## config.mk

```make
export PLATFORM = sky130hd
export DESIGN_NAME = swt_timer
export DESIGN_NICKNAME = d
export VERILOG_FILES = /design/src/inc/swt_pkg.sv /design/src/logic/swt_prescaler.sv /design/src/logic/swt_timer.sv
export SDC_FILE = /design/constraint.sdc
export NUM_CORES = 1
export LEC_CHECK = 0
export ABC_AREA = 1
export BUFFER_PORTS_ARGS = -buffer_cell sky130_fd_sc_hd__buf_2
export CAP_MARGIN = 20
export CORE_AREA = 2 2 95 97
export DETAILED_ROUTE_END_ITERATION = 12
export DIE_AREA = 0 0 97 99
export PLACE_DENSITY = 0.7
export SLEW_MARGIN = 10
export SYNTH_ARGS = -nofsm -noshare
export SYNTH_HDL_FRONTEND = slang
export SYNTH_SLANG_ARGS = --single-unit
```

## constraint.sdc

```tcl
create_clock -name core_clk -period 3.2 [get_ports core_clk]
set_input_delay 0.32 -clock core_clk [delete_from_list [all_inputs] [get_ports core_clk]]
set_output_delay 0.32 -clock core_clk [all_outputs]
set_load 0.05 [all_outputs]
```

## src/inc/swt_pkg.sv

```systemverilog
// Package: register map, fields and timing constants of the stabilization watchdog timer
package swt_pkg;

  // ==========================================================================
  // Register map (printed offsets are not multiples of four: kept as indices)
  // ==========================================================================
  localparam logic [7:0]  CTRL_INDEX      = 8'hD3;
  localparam logic [7:0]  COUNT_INDEX     = 8'hFD;
  localparam logic [7:0]  IRQ_STAT_INDEX  = 8'hE0;
  localparam logic [7:0]  IRQ_MASK_INDEX  = 8'hE1;
  localparam logic [7:0]  WAKE_CTRL_INDEX = 8'hE2;
  localparam logic [11:0] CTRL_ADDR       = {2'h0, CTRL_INDEX, 2'h0};
  localparam logic [11:0] COUNT_ADDR      = {2'h0, COUNT_INDEX, 2'h0};
  localparam logic [11:0] IRQ_STAT_ADDR   = {2'h0, IRQ_STAT_INDEX, 2'h0};
  localparam logic [11:0] IRQ_MASK_ADDR   = {2'h0, IRQ_MASK_INDEX, 2'h0};
  localparam logic [11:0] WAKE_CTRL_ADDR  = {2'h0, WAKE_CTRL_INDEX, 2'h0};
  localparam int          ADDR_W          = 12;

  // ==========================================================================
  // Control register fields
  // ==========================================================================
  localparam logic [7:0] CTRL_RESET       = 8'h00;
  localparam int         SIG_HI           = 7;
  localparam int         SIG_LO           = 4;
  localparam logic [3:0] SIG_DISABLE      = 4'hA;
  localparam int         SEL_HI           = 3;
  localparam int         SEL_LO           = 2;
  localparam int         CNT_CLR_BIT      = 1;
  localparam int         PRE_CLR_BIT      = 0;

  // Clock select codes
  typedef enum logic [1:0] {
    SWT_DIV_4096 = 2'h0,
    SWT_DIV_1024 = 2'h1,
    SWT_DIV_128  = 2'h2
  } swt_div_t;

  // ==========================================================================
  // Prescaler and counter
  // ==========================================================================
  localparam int         PRE_W            = 12;
  localparam int         DIV_4096_BIT     = 11;
  localparam int         DIV_1024_BIT     = 9;
  localparam int         DIV_128_BIT      = 6;
  localparam int         CNT_W            = 8;
  localparam int         CNT_MSB          = 7;

  // Interrupt status bits
  localparam int         IRQ_W            = 2;
  localparam int         IRQ_STABLE_BIT   = 0;
  localparam int         IRQ_OVF_BIT      = 1;

  // AXI responses
  localparam logic [1:0] RESP_OKAY        = 2'h0;
  localparam logic [1:0] RESP_SLVERR      = 2'h2;

endpackage : swt_pkg

```

## src/logic/swt_prescaler.sv

```systemverilog
// Module: free-running oscillator prescaler with divided tick selection
`timescale 1ns/1ps

module swt_prescaler #(
  parameter int PRE_W     = swt_pkg::PRE_W,
  parameter int DIV_SHIFT = 0
) (
  input  wire logic       core_clk,
  input  wire logic       rst_n,
  input  wire logic       sync_clr,
  input  wire logic [1:0] div_sel,
  output logic            tick,
  output logic            gp_tick
);

  logic [PRE_W-1:0] pre_reg;
  logic [PRE_W-1:0] pre_next;
  logic             tap;

  // ==========================================================================
  // Divider chain
  // ==========================================================================
  assign pre_next = pre_reg + {{(PRE_W-1){1'b0}}, 1'b1};

  always_ff @(posedge core_clk or negedge rst_n) begin
    if (!rst_n) begin
      pre_reg <= '0;
    end else if (sync_clr) begin
      pre_reg <= '0;
    end else begin
      pre_reg <= pre_next;
    end
  end

  // ==========================================================================
  // Tap selection
  // ==========================================================================
  // Divider multiplexer
  always_comb begin
    case (div_sel)
      swt_pkg::SWT_DIV_1024: tap = &pre_reg[swt_pkg::DIV_1024_BIT-DIV_SHIFT:0];
      swt_pkg::SWT_DIV_128:  tap = &pre_reg[swt_pkg::DIV_128_BIT-DIV_SHIFT:0];
      default:               tap = &pre_reg[swt_pkg::DIV_4096_BIT-DIV_SHIFT:0];
    endcase
  end

  assign tick    = tap & ~sync_clr;
  // General timer tick shares this chain
  assign gp_tick = pre_reg[0] & ~sync_clr;

endmodule // swt_prescaler

```

## src/logic/swt_timer.sv

```systemverilog
// Module: stabilization watchdog timer with AXI4-Lite register slave
// What this block does
// - Reset loads control with zero: watchdog on, divide by 4096.
// - Watchdog reset disabled only while control bits 7..4 equal 1010.
// - Writing one to control bit 1 clears the counter.
// - Writing one to control bit 0 clears both prescalers.
// - Counter clock muxed from oscillator divided by 4096, 1024 or 128.
// - Count register is 8-bit, read-only; writes answered with SLVERR.
// - With watchdog on, counter bit 7 overflow triggers system reset.
// - After stop, counter counts at 4096 after reset or preset rate.
// - Stabilization ends when counter bit 7 sets; CPU clock released.
`timescale 1ns/1ps

module swt_timer #(
  parameter int CNT_W     = swt_pkg::CNT_W,
  parameter int DIV_SHIFT = 0
) (
  input  wire logic        core_clk,
  input  wire logic        rst_n,
  // Stop mode and wake pins
  input  wire logic        stop_mode,
  input  wire logic        ext_wake,
  // AXI4-Lite write address
  input  wire logic [11:0] s_axi_awaddr,
  input  wire logic        s_axi_awvalid,
  output logic             s_axi_awready,
  // AXI4-Lite write data
  input  wire logic [31:0] s_axi_wdata,
  input  wire logic [3:0]  s_axi_wstrb,
  input  wire logic        s_axi_wvalid,
  output logic             s_axi_wready,
  // AXI4-Lite write response
  output logic [1:0]       s_axi_bresp,
  output logic             s_axi_bvalid,
  input  wire logic        s_axi_bready,
  // AXI4-Lite read address
  input  wire logic [11:0] s_axi_araddr,
  input  wire logic        s_axi_arvalid,
  output logic             s_axi_arready,
  // AXI4-Lite read data
  output logic [31:0]      s_axi_rdata,
  output logic [1:0]       s_axi_rresp,
  output logic             s_axi_rvalid,
  input  wire logic        s_axi_rready,
  // System outputs
  output logic             wdt_reset,
  output logic             cpu_clk_en,
  output logic             stable_done,
  output logic             gp_pre_tick,
  output logic             irq
);

  // ==========================================================================
  // Declarations
  // ==========================================================================
  typedef enum logic [1:0] {
    SWT_RUN,
    SWT_STOPPED,
    SWT_STABILIZE
  } swt_state_t;

  swt_state_t               state_reg;
  logic [7:0]               ctrl_reg;
  logic [CNT_W-1:0]         count_reg;
  logic [CNT_W:0]           count_next;
  logic [swt_pkg::IRQ_W-1:0] irq_stat_reg;
  logic [swt_pkg::IRQ_W-1:0] irq_mask_reg;
  logic                     force_4096_reg;
  logic                     wake_en_reg;
  logic                     stop_s1_reg;
  logic                     stop_s2_reg;
  logic                     wake_s1_reg;
  logic                     wake_s2_reg;
  logic                     wdt_pulse;
  logic                     wdt_rst_reg;
  logic                     aw_held_reg;
  logic                     w_held_reg;
  logic [11:0]              awaddr_reg;
  logic [31:0]              wdata_reg;
  logic [3:0]               wstrb_reg;
  logic                     wr_fire;
  logic                     cnt_clr;
  logic                     pre_clr;
  logic                     tick;
  logic                     gp_tick;
  logic                     wd_enabled;
  logic                     stable_event;
  logic [1:0]               div_sel;
  logic [7:0]               wbyte;
  logic [swt_pkg::IRQ_W-1:0] irq_set;

  // Address match to a register (bits 11..2), for reads and writes
  function automatic logic hit(input logic [11:0] a, input logic [11:0] r);
    hit = (a[11:2] == r[11:2]);
  endfunction

  // ==========================================================================
  // Internal reset and synchronisers
  // ==========================================================================
  // Block reinitialised by watchdog pulse
  logic blk_rst_n;
  assign blk_rst_n = rst_n & ~wdt_rst_reg;

  always_ff @(posedge core_clk or negedge rst_n) begin
    if (!rst_n) begin
      stop_s1_reg <= 1'b0;
      stop_s2_reg <= 1'b0;
      wake_s1_reg <= 1'b0;
      wake_s2_reg <= 1'b0;
    end else begin
      stop_s1_reg <= stop_mode;
      stop_s2_reg <= stop_s1_reg;
      wake_s1_reg <= ext_wake;
      wake_s2_reg <= wake_s1_reg;
    end
  end

  // ==========================================================================
  // AXI4-Lite write path
  // ==========================================================================
  assign wr_fire = aw_held_reg & w_held_reg & ~s_axi_bvalid;
  assign wbyte   = wstrb_reg[0] ? wdata_reg[7:0] : 8'h00;

  always_ff @(posedge core_clk or negedge rst_n) begin
    if (!rst_n) begin
      aw_held_reg   <= 1'b0;
      w_held_reg    <= 1'b0;
      awaddr_reg    <= '0;
      wdata_reg     <= '0;
      wstrb_reg     <= '0;
      s_axi_awready <= 1'b0;
      s_axi_wready  <= 1'b0;
      s_axi_bvalid  <= 1'b0;
      s_axi_bresp   <= swt_pkg::RESP_OKAY;
    end else begin
      s_axi_awready <= ~aw_held_reg & ~s_axi_awready & s_axi_awvalid;
      s_axi_wready  <= ~w_held_reg & ~s_axi_wready & s_axi_wvalid;
      if (s_axi_awvalid && s_axi_awready) begin
        aw_held_reg <= 1'b1;
        awaddr_reg  <= s_axi_awaddr;
      end
      if (s_axi_wvalid && s_axi_wready) begin
        w_held_reg <= 1'b1;
        wdata_reg  <= s_axi_wdata;
        wstrb_reg  <= s_axi_wstrb;
      end
      if (wr_fire) begin
        aw_held_reg  <= 1'b0;
        w_held_reg   <= 1'b0;
        s_axi_bvalid <= 1'b1;
        if (hit(awaddr_reg, swt_pkg::CTRL_ADDR) || hit(awaddr_reg, swt_pkg::IRQ_STAT_ADDR)
            || hit(awaddr_reg, swt_pkg::IRQ_MASK_ADDR)
            || hit(awaddr_reg, swt_pkg::WAKE_CTRL_ADDR)) begin
          s_axi_bresp <= swt_pkg::RESP_OKAY;
        end else begin
          s_axi_bresp <= swt_pkg::RESP_SLVERR;
        end
      end else if (s_axi_bvalid && s_axi_bready) begin
        s_axi_bvalid <= 1'b0;
      end
    end
  end

  // ==========================================================================
  // Control register
  // ==========================================================================
  assign cnt_clr = wr_fire & wstrb_reg[0] & hit(awaddr_reg, swt_pkg::CTRL_ADDR)
                   & wbyte[swt_pkg::CNT_CLR_BIT];
  assign pre_clr = wr_fire & wstrb_reg[0] & hit(awaddr_reg, swt_pkg::CTRL_ADDR)
                   & wbyte[swt_pkg::PRE_CLR_BIT];

  always_ff @(posedge core_clk or negedge blk_rst_n) begin
    if (!blk_rst_n) begin
      ctrl_reg <= swt_pkg::CTRL_RESET;
    end else if (wr_fire && wstrb_reg[0] && hit(awaddr_reg, swt_pkg::CTRL_ADDR)) begin
      // Clear bits are self-clearing
      ctrl_reg <= {wbyte[swt_pkg::SIG_HI:swt_pkg::SEL_LO], 2'b00};
    end
  end

  assign wd_enabled = (ctrl_reg[swt_pkg::SIG_HI:swt_pkg::SIG_LO] != swt_pkg::SIG_DISABLE);

  // ==========================================================================
  // Interrupt and wake control
  // ==========================================================================
  always_ff @(posedge core_clk or negedge blk_rst_n) begin
    if (!blk_rst_n) begin
      irq_mask_reg <= '0;
      wake_en_reg  <= 1'b0;
    end else if (wr_fire && wstrb_reg[0]) begin
      if (hit(awaddr_reg, swt_pkg::IRQ_MASK_ADDR)) begin
        irq_mask_reg <= wbyte[swt_pkg::IRQ_W-1:0];
      end
      if (hit(awaddr_reg, swt_pkg::WAKE_CTRL_ADDR)) begin
        wake_en_reg <= wbyte[0];
      end
    end
  end

  assign irq_set = {wdt_pulse, stable_event};
  // Set wins over write-one clear
  always_ff @(posedge core_clk or negedge rst_n) begin
    if (!rst_n) begin
      irq_stat_reg <= '0;
    end else begin
      if (wr_fire && wstrb_reg[0] && hit(awaddr_reg, swt_pkg::IRQ_STAT_ADDR)) begin
        irq_stat_reg <= (irq_stat_reg & ~wbyte[swt_pkg::IRQ_W-1:0]) | irq_set;
      end else begin
        irq_stat_reg <= irq_stat_reg | irq_set;
      end
    end
  end

  always_ff @(posedge core_clk or negedge rst_n) begin
    if (!rst_n) begin
      irq <= 1'b0;
    end else begin
      irq <= |((irq_stat_reg | irq_set) & irq_mask_reg);
    end
  end

  // ==========================================================================
  // Prescaler
  // ==========================================================================
  // Select code or forced 4096
  assign div_sel = force_4096_reg ? swt_pkg::SWT_DIV_4096
                                  : ctrl_reg[swt_pkg::SEL_HI:swt_pkg::SEL_LO];

  swt_prescaler #(
    .PRE_W     (swt_pkg::PRE_W),
    .DIV_SHIFT (DIV_SHIFT)
  ) u_prescaler (
    .core_clk (core_clk),
    .rst_n    (blk_rst_n),
    .sync_clr (pre_clr),
    .div_sel  (div_sel),
    .tick     (tick),
    .gp_tick  (gp_tick)
  );

  always_ff @(posedge core_clk or negedge rst_n) begin
    if (!rst_n) begin
      gp_pre_tick <= 1'b0;
    end else begin
      gp_pre_tick <= gp_tick;
    end
  end

  // ==========================================================================
  // Stop and stabilization sequence
  // ==========================================================================
  assign stable_event = (state_reg == SWT_STABILIZE) & count_reg[swt_pkg::CNT_MSB];

  always_ff @(posedge core_clk or negedge blk_rst_n) begin
    if (!blk_rst_n) begin
      state_reg      <= SWT_STABILIZE;
      force_4096_reg <= 1'b1;
    end else begin
      case (state_reg)
        SWT_RUN: begin
          if (stop_s2_reg) begin
            state_reg <= SWT_STOPPED;
          end
        end
        SWT_STOPPED: begin
          if (wake_s2_reg && wake_en_reg) begin
            state_reg      <= SWT_STABILIZE;
            force_4096_reg <= 1'b0;
          end
        end
        SWT_STABILIZE: begin
          if (count_reg[swt_pkg::CNT_MSB]) begin
            state_reg      <= SWT_RUN;
            force_4096_reg <= 1'b0;
          end
        end
        default: state_reg <= SWT_RUN;
      endcase
    end
  end

  // ==========================================================================
  // Counter and watchdog
  // ==========================================================================
  assign count_next = {1'b0, count_reg} + {{CNT_W{1'b0}}, 1'b1};
  // Overflow out of bit 7 resets
  assign wdt_pulse  = (state_reg == SWT_RUN) & wd_enabled & tick & count_next[CNT_W]
                      & ~cnt_clr & ~wdt_rst_reg;

  always_ff @(posedge core_clk or negedge blk_rst_n) begin
    if (!blk_rst_n) begin
      count_reg <= '0;
    end else if (state_reg == SWT_STOPPED) begin
      count_reg <= '0;
    end else if (cnt_clr || (state_reg == SWT_STABILIZE && count_reg[swt_pkg::CNT_MSB])) begin
      count_reg <= '0;
    end else if (tick) begin
      count_reg <= count_next[CNT_W-1:0];
    end
  end

  always_ff @(posedge core_clk or negedge rst_n) begin
    if (!rst_n) begin
      wdt_rst_reg <= 1'b0;
    end else begin
      wdt_rst_reg <= wdt_pulse;
    end
  end

  always_ff @(posedge core_clk or negedge rst_n) begin
    if (!rst_n) begin
      wdt_reset   <= 1'b0;
      cpu_clk_en  <= 1'b0;
      stable_done <= 1'b0;
    end else begin
      wdt_reset   <= wdt_pulse;
      cpu_clk_en  <= (state_reg == SWT_RUN) & ~wdt_pulse;
      stable_done <= stable_event;
    end
  end

  // ==========================================================================
  // AXI4-Lite read path
  // ==========================================================================
  always_ff @(posedge core_clk or negedge rst_n) begin
    if (!rst_n) begin
      s_axi_arready <= 1'b0;
      s_axi_rvalid  <= 1'b0;
      s_axi_rdata   <= '0;
      s_axi_rresp   <= swt_pkg::RESP_OKAY;
    end else begin
      s_axi_arready <= s_axi_arvalid & ~s_axi_arready & ~s_axi_rvalid;
      if (s_axi_arvalid && s_axi_arready) begin
        s_axi_rvalid <= 1'b1;
        s_axi_rresp  <= swt_pkg::RESP_OKAY;
        s_axi_rdata  <= '0;
        if (hit(s_axi_araddr, swt_pkg::CTRL_ADDR)) begin
          s_axi_rdata[7:0] <= ctrl_reg;
        end else if (hit(s_axi_araddr, swt_pkg::COUNT_ADDR)) begin
          s_axi_rdata[CNT_W-1:0] <= count_reg;
        end else if (hit(s_axi_araddr, swt_pkg::IRQ_STAT_ADDR)) begin
          s_axi_rdata[swt_pkg::IRQ_W-1:0] <= irq_stat_reg;
        end else if (hit(s_axi_araddr, swt_pkg::IRQ_MASK_ADDR)) begin
          s_axi_rdata[swt_pkg::IRQ_W-1:0] <= irq_mask_reg;
        end else if (hit(s_axi_araddr, swt_pkg::WAKE_CTRL_ADDR)) begin
          s_axi_rdata[0] <= wake_en_reg;
        end else begin
          s_axi_rresp <= swt_pkg::RESP_SLVERR;
        end
      end else if (s_axi_rvalid && s_axi_rready) begin
        s_axi_rvalid <= 1'b0;
      end
    end
  end

endmodule // swt_timer
```

Yosys cells after proc, flatten, opt, wreduce, memory -nomap -nowiden
Cells that the tools add are included.
W data, S select, Z words.

cells by class
  $add $sub $neg = 2
  equal/unequal tests = 17
  mux-type cells = 36
  bitwise logic cells = 38
  reduce and logical (&&, ||, !) cells = 29

operators by type and width
  cell                     number
  $eq A10 B8 Y1 const B    9
  $mux W8                  5
  $mux W2                  13
  $and A1 B1 Y1            22
  $mux W1                  13
  $add A12 B1 Y12 const B  1
  $mux W12                 1
  $reduce_and A12 Y1       1
  $not A1 Y1               11
  $logic_and A1 B1 Y1      10
  $reduce_and A10 Y1       1
  $reduce_bool A2 Y1       5
  $add A8 B1 Y9 const B    1
  $reduce_and A7 Y1        1
  $mux W6                  1
  $ne A2 B2 Y1 const B     3
  $pmux W2 S3              1
  $reduce_and A3 Y1        2
  $and A2 B2 Y2            2
  $eq A2 B1 Y1 const B     2
  $eq A2 B2 Y1 const B     2
  $logic_or A1 B1 Y1       4
  $ne A4 B4 Y1 const B     1
  $or A2 B2 Y2             2
  6 further kinds          8

storage, ports and cells
  flip-flop bits (word level) = 83
  bits of input ports = 69
  word-level logic and storage cells = 152

Depth between registers and ports, before layout
  depth in word-level cells = 14
  depth in mapped cells = 13
  depth with buffers taken out = 12

Cells and area by module
From an unflattened synthesis, not the netlist that was laid out.

unflattened totals
  cell total of the unflattened synthesis = 470
  area total of the unflattened synthesis = 3968.8 um^2

by module, submodules not included
  module         times used  cells each  area an instance (um^2)
  swt_timer      1           377         3254.4
  swt_prescaler  1           93          714.4

Worst setup path before layout
Ideal clock, no wire load.

  path type = register to register
  from = register s_axi_bvalid
  to = register count_reg[0]
  setup time = 0.120 ns
  arrival time = 1.545 ns
  data required time = 3.080 ns
  setup slack = 1.535 ns
  cell stages (with the launch flop) = 10
  path buffers = 1
  cells stage by stage = dfrtp_1 > inv_1 > nand3_2 > nor2_1 > nand3_1 > nand2_1 > nor2_2 > buf_6 > o21ai_0 > nor2_1

on the way
  cells in the longest elaborated chain, start to end = 8

ends and longest elaborated chain
  item                                                            RTL line                               text
  from (decl)                                                     swt_timer.sv:34                        output logic s_axi_bvalid,
  from (signal assigned)                                          swt_timer.sv:133                       s_axi_bvalid <= 1'b0;
  from (signal assigned)                                          swt_timer.sv:150                       s_axi_bvalid <= 1'b1;
  from (signal assigned)                                          swt_timer.sv:159                       s_axi_bvalid <= 1'b0;
  $not A1 Y1 *                                                    swt_timer.sv:121                       assign wr_fire = aw_held_reg & w_held_reg & ~s_axi_bvalid;
  $and A1 B1 Y1 *                                                 swt_timer.sv:121
  $and A1 B1 Y1 * (2 in a row)                                    swt_timer.sv:167, swt_timer.sv:169
  $and A1 B1 Y1, on equally long branches                         swt_timer.sv:170, swt_timer.sv:168
  $not A1 Y1 or $logic_or A1 B1 Y1 (tied branches)                swt_prescaler.sv:47, swt_timer.sv:295
  $and A1 B1 Y1 or $mux W8 (tied branches)                        swt_prescaler.sv:47, swt_timer.sv:295
  $reduce_bool A3 Y1 (no source line) or $mux W8 (tied branches)  n/a
  to (signal assigned)                                            swt_timer.sv:298                       count_reg <= count_next[CNT_W-1:0];
  to (decl)                                                       swt_timer.sv:64                        logic [CNT_W-1:0] count_reg;

Every way passes the cells marked *; elsewhere a longest branch is shown, timed or not.
A chain may end at the register's enable or synchronous reset.

Final worst setup path
  from = register force_4096_reg
  to = register count_reg[4]

on the way
  cells in the longest elaborated chain, start to end = 5

ends and longest elaborated chain
  item                                          RTL line             text
  from (decl)                                   swt_timer.sv:68      logic force_4096_reg;
  from (signal assigned)                        swt_timer.sv:257     force_4096_reg <= 1'b1;
  from (signal assigned)                        swt_timer.sv:268     force_4096_reg <= 1'b0;
  from (signal assigned)                        swt_timer.sv:274     force_4096_reg <= 1'b0;
  $mux W2 *                                     swt_timer.sv:226     assign div_sel = force_4096_reg ? swt_pkg::SWT_DIV_4096
  $eq A2 B2 Y1 or $eq A2 B1 Y1 (tied branches)  swt_prescaler.sv:40  case (div_sel)
  $pmux W1 S2 *                                 swt_prescaler.sv:40
  $and A1 B1 Y1 *                               swt_prescaler.sv:47  assign tick = tap & ~sync_clr;
  $reduce_bool A3 Y1 (no source line) *         n/a

Marked as above.

==> impl_metrics.toml <==
[run_status]
status = "completed"

[detailed_routing]
vias = 3074
drc_errors = 0
drt_iter0_markers = 133
wl_per_cell_um = 12.6
drt_first_pass_iters = 4
ant_nets = 0
wl_um = 8020
viasPerCell = 4.83

[cts]
cts-buffers-inserted = 9
cts_tree = "done"
root_buffer = "clkbuf_8"
htree_levels = 3
cts_sinks = 79
postCtsSetupRepairBufs = 0
clkTransAtPathRegs_ps = 80
cts_resized = 0
cts_buffer_depth = 2
clock_latency_ps = 350
cts-hold-fix-buffers = 0

[placement]
placed_cell_area_mm2 = 0.00411
portBuffers = 57
gp_congestion = 0.834
dp_hpwl_um = 6070

[final_layout]
postLayoutCellArea_mm2 = 0.00434
largest_reg_flops = 12
num_antenna_cells = 0
layout_commonest_cell = "nand2_1"
n_fill_cell = 832
layout.nets = 596
area_growth_pct = 14.3
drive_above_1_share_pct = 16.5
final_cell_mix = "101 x nand2_1, 77 x dfrtp_1, 61 x inv_1"

[die]
io-pin-count = 115
die_h_um = 99
die-area_mm2 = 0.00960
core_area_mm2 = 0.00855
die_x_um = 97
start_util_pct = 44.4
fp-row-count = 34

[power]
power_density_mw_per_mm2 = 690
seq_power_share_pct = 44.9
power_leakage_nw = 2.33
pwr-share-comb_pct = 26.8
switching_share_pct = 36.8
p_clk_share_pct = 28.3
irDropWorstVdd_mv = 0.412
switching_power_mw = 1.10
intPower_mw = 1.89

[grt]
grt_start_max_net_pins = 48
grt_antenna_before_repair = 0
grt_pass1_wl_um = 13600
gr-total-overflow = 0
grt_pass1_vias = 2966
track_usage_pct = 17.5

[synthesis]
yosysUniqueCellTypes = 29
yosysSeqAreaShare_pct = 52.1
synthCells = 459
yosys_warnings = 0
ys_ff_latch = 79
syn_area_per_cell_um2 = 8.27
synth_area_mm2 = 0.00380

[sta]
setup_violations = 0
slew_headroom_pct = 58.5
finalCritPeriodShare_pct = 67.2
setup_tns_ps = 0
finClkSkew_ps = 7.87
slew_viol_final = 0
hold_violations = 0
rsz0062_at_grt = "false"
fmax_mhz = 465
layout_min_cycle_time_ps = 2150
worst_pin_slew_ps = 618

[critical_path]
crit_path_start_kind = "flop"
setup.worst_path.end_class = "flop"
crit_type = "flop to flop"
crit_fanout = 11
cp_data_arrival_time_ps = 2390
worstPathRequired_ps = 3440

[worst_hold_path]
hp-class = "primary input to flop"

[flow_run]
max_cap_violations = 0
-- cells by family (layout without fill, tap and decap cells) --
logic type | after synthesis | in the layout | synth area share (%)
compound gates | 59 | 59 | 8.04
fa+ha+maj | 4 | 4 | 1.32
xor+xnor | 9 | 9 | 2.08
simple gates | 212 | 212 | 24.0
flops | 79 | 79 | 52.1
other cells | 1 | 26 | 0.0988
mux | 1 | 1 | 0.297
buf+inv | 94 | 138 | 12.1
-- power groups by stage --
stage	Combinational, mW	Sequential (mW)	Clock, mW
after floorplan	0.442	1.53	0
after global placement	0.786	1.35	0
after detailed placement	0.810	1.36	0
after CTS	0.814	1.35	0.856
after global routing	0.896	1.37	0.898
final	0.803	1.34	0.846
-- layout make-up --
cell class / instances / area [um^2] / share of cell area (%)
flip-flops and latches: 79 / 1980 / 45.6
multi-input cells: 311 / 1460 / 33.6
repair buffers: 59 / 300 / 6.92
inverters: 63 / 236 / 5.45
clock buffers: 11 / 151 / 3.49
well taps: 108 / 135 / 3.11
clock inverters: 5 / 80.1 / 1.85
-- synth_stat cells --
library cell / instances / area share (%)
inv_1: 61 / 6.0
dfrtp_1: 77 / 51
buf_6: 1 / 0.30
nor3b_1: 3 / 0.59
nor3_1: 9 / 1.2
clkinv_1: 2 / 0.20
clkbuf_1: 4 / 0.40
nor4_1: 1 / 0.16
xor2_1: 9 / 2.1
nand2_2: 2 / 0.33
nand3_1: 21 / 2.8
o211ai_1: 1 / 0.20
nand2_1: 101 / 10
dfstp_2: 2 / 1.4
nor2_1: 57 / 5.6
conb_1: 1 / 0.099
nand4_1: 12 / 2.0
o21ai_0: 36 / 4.7
mux2_2: 1 / 0.30
or2_0: 1 / 0.16
a21oi_1: 20 / 2.6
nor2_2: 2 / 0.33
ha_1: 4 / 1.3
a22o_1: 1 / 0.23
a31o_2: 1 / 0.23
buf_4: 26 / 5.1
nand2_4: 1 / 0.30
nand3_2: 1 / 0.26
nor2_4: 1 / 0.30
-- critical path, cell delays in order (launching register included) --
cell	delay (ps)
dfstp_2	530
inv_1	60
nand2_1	80
inv_1	50
ha_1	300
o21ai_0	80
nand2_1	80
nor2_2	400
inv_1	260
nand3_1	140
nand2_1	70
-- final timing paths --
kind / from / to / slack, ps / cells after the start
min reg2reg: wake_s1_reg / wake_s2_reg / 350 / 0
min: stop_mode / stop_s1_reg / 70 / 1
min in group asynchronous: rst_n / wake_s1_reg / 80 / 2
max in group asynchronous: wdt_reset / force_4096_reg / 2390 / 2
max reg2reg: force_4096_reg / count_reg[4] / 1050 / 10
max: force_4096_reg / count_reg[4] / 1050 / 10
-- through the flow --
| stage | util [%] | hold WS, ps | power (mW) | worst slack (ps) | cells |
|---|---|---|---|---|---|
| after detailed placement | 48.0 | 335 | 2.17 | 1060 | 620 |
| after global routing | 50.7 | 67.5 | 3.16 | 927 | 636 |
| after CTS | 50.7 | 65.4 | 3.02 | 1050 | 636 |
| after global placement | 48.0 | 336 | 2.14 | 1150 | 620 |
| after floorplan | - | 24.4 | 1.97 | 812 | 484 |
| final | 50.7 | 73.7 | 2.99 | 1050 | 636 |
-- layer usage --
metal | routed length [um] | track usage (%) | vias up
met5 | 0 | 0 | -
met2 | 3960 | 30.0 | 82
li1 | - | - | 1519
met1 | 3530 | 22.3 | 1459
met3 | 369 | 3.12 | 14
met4 | 154 | 6.83 | 0
Power figures use the tool's default switching activity.
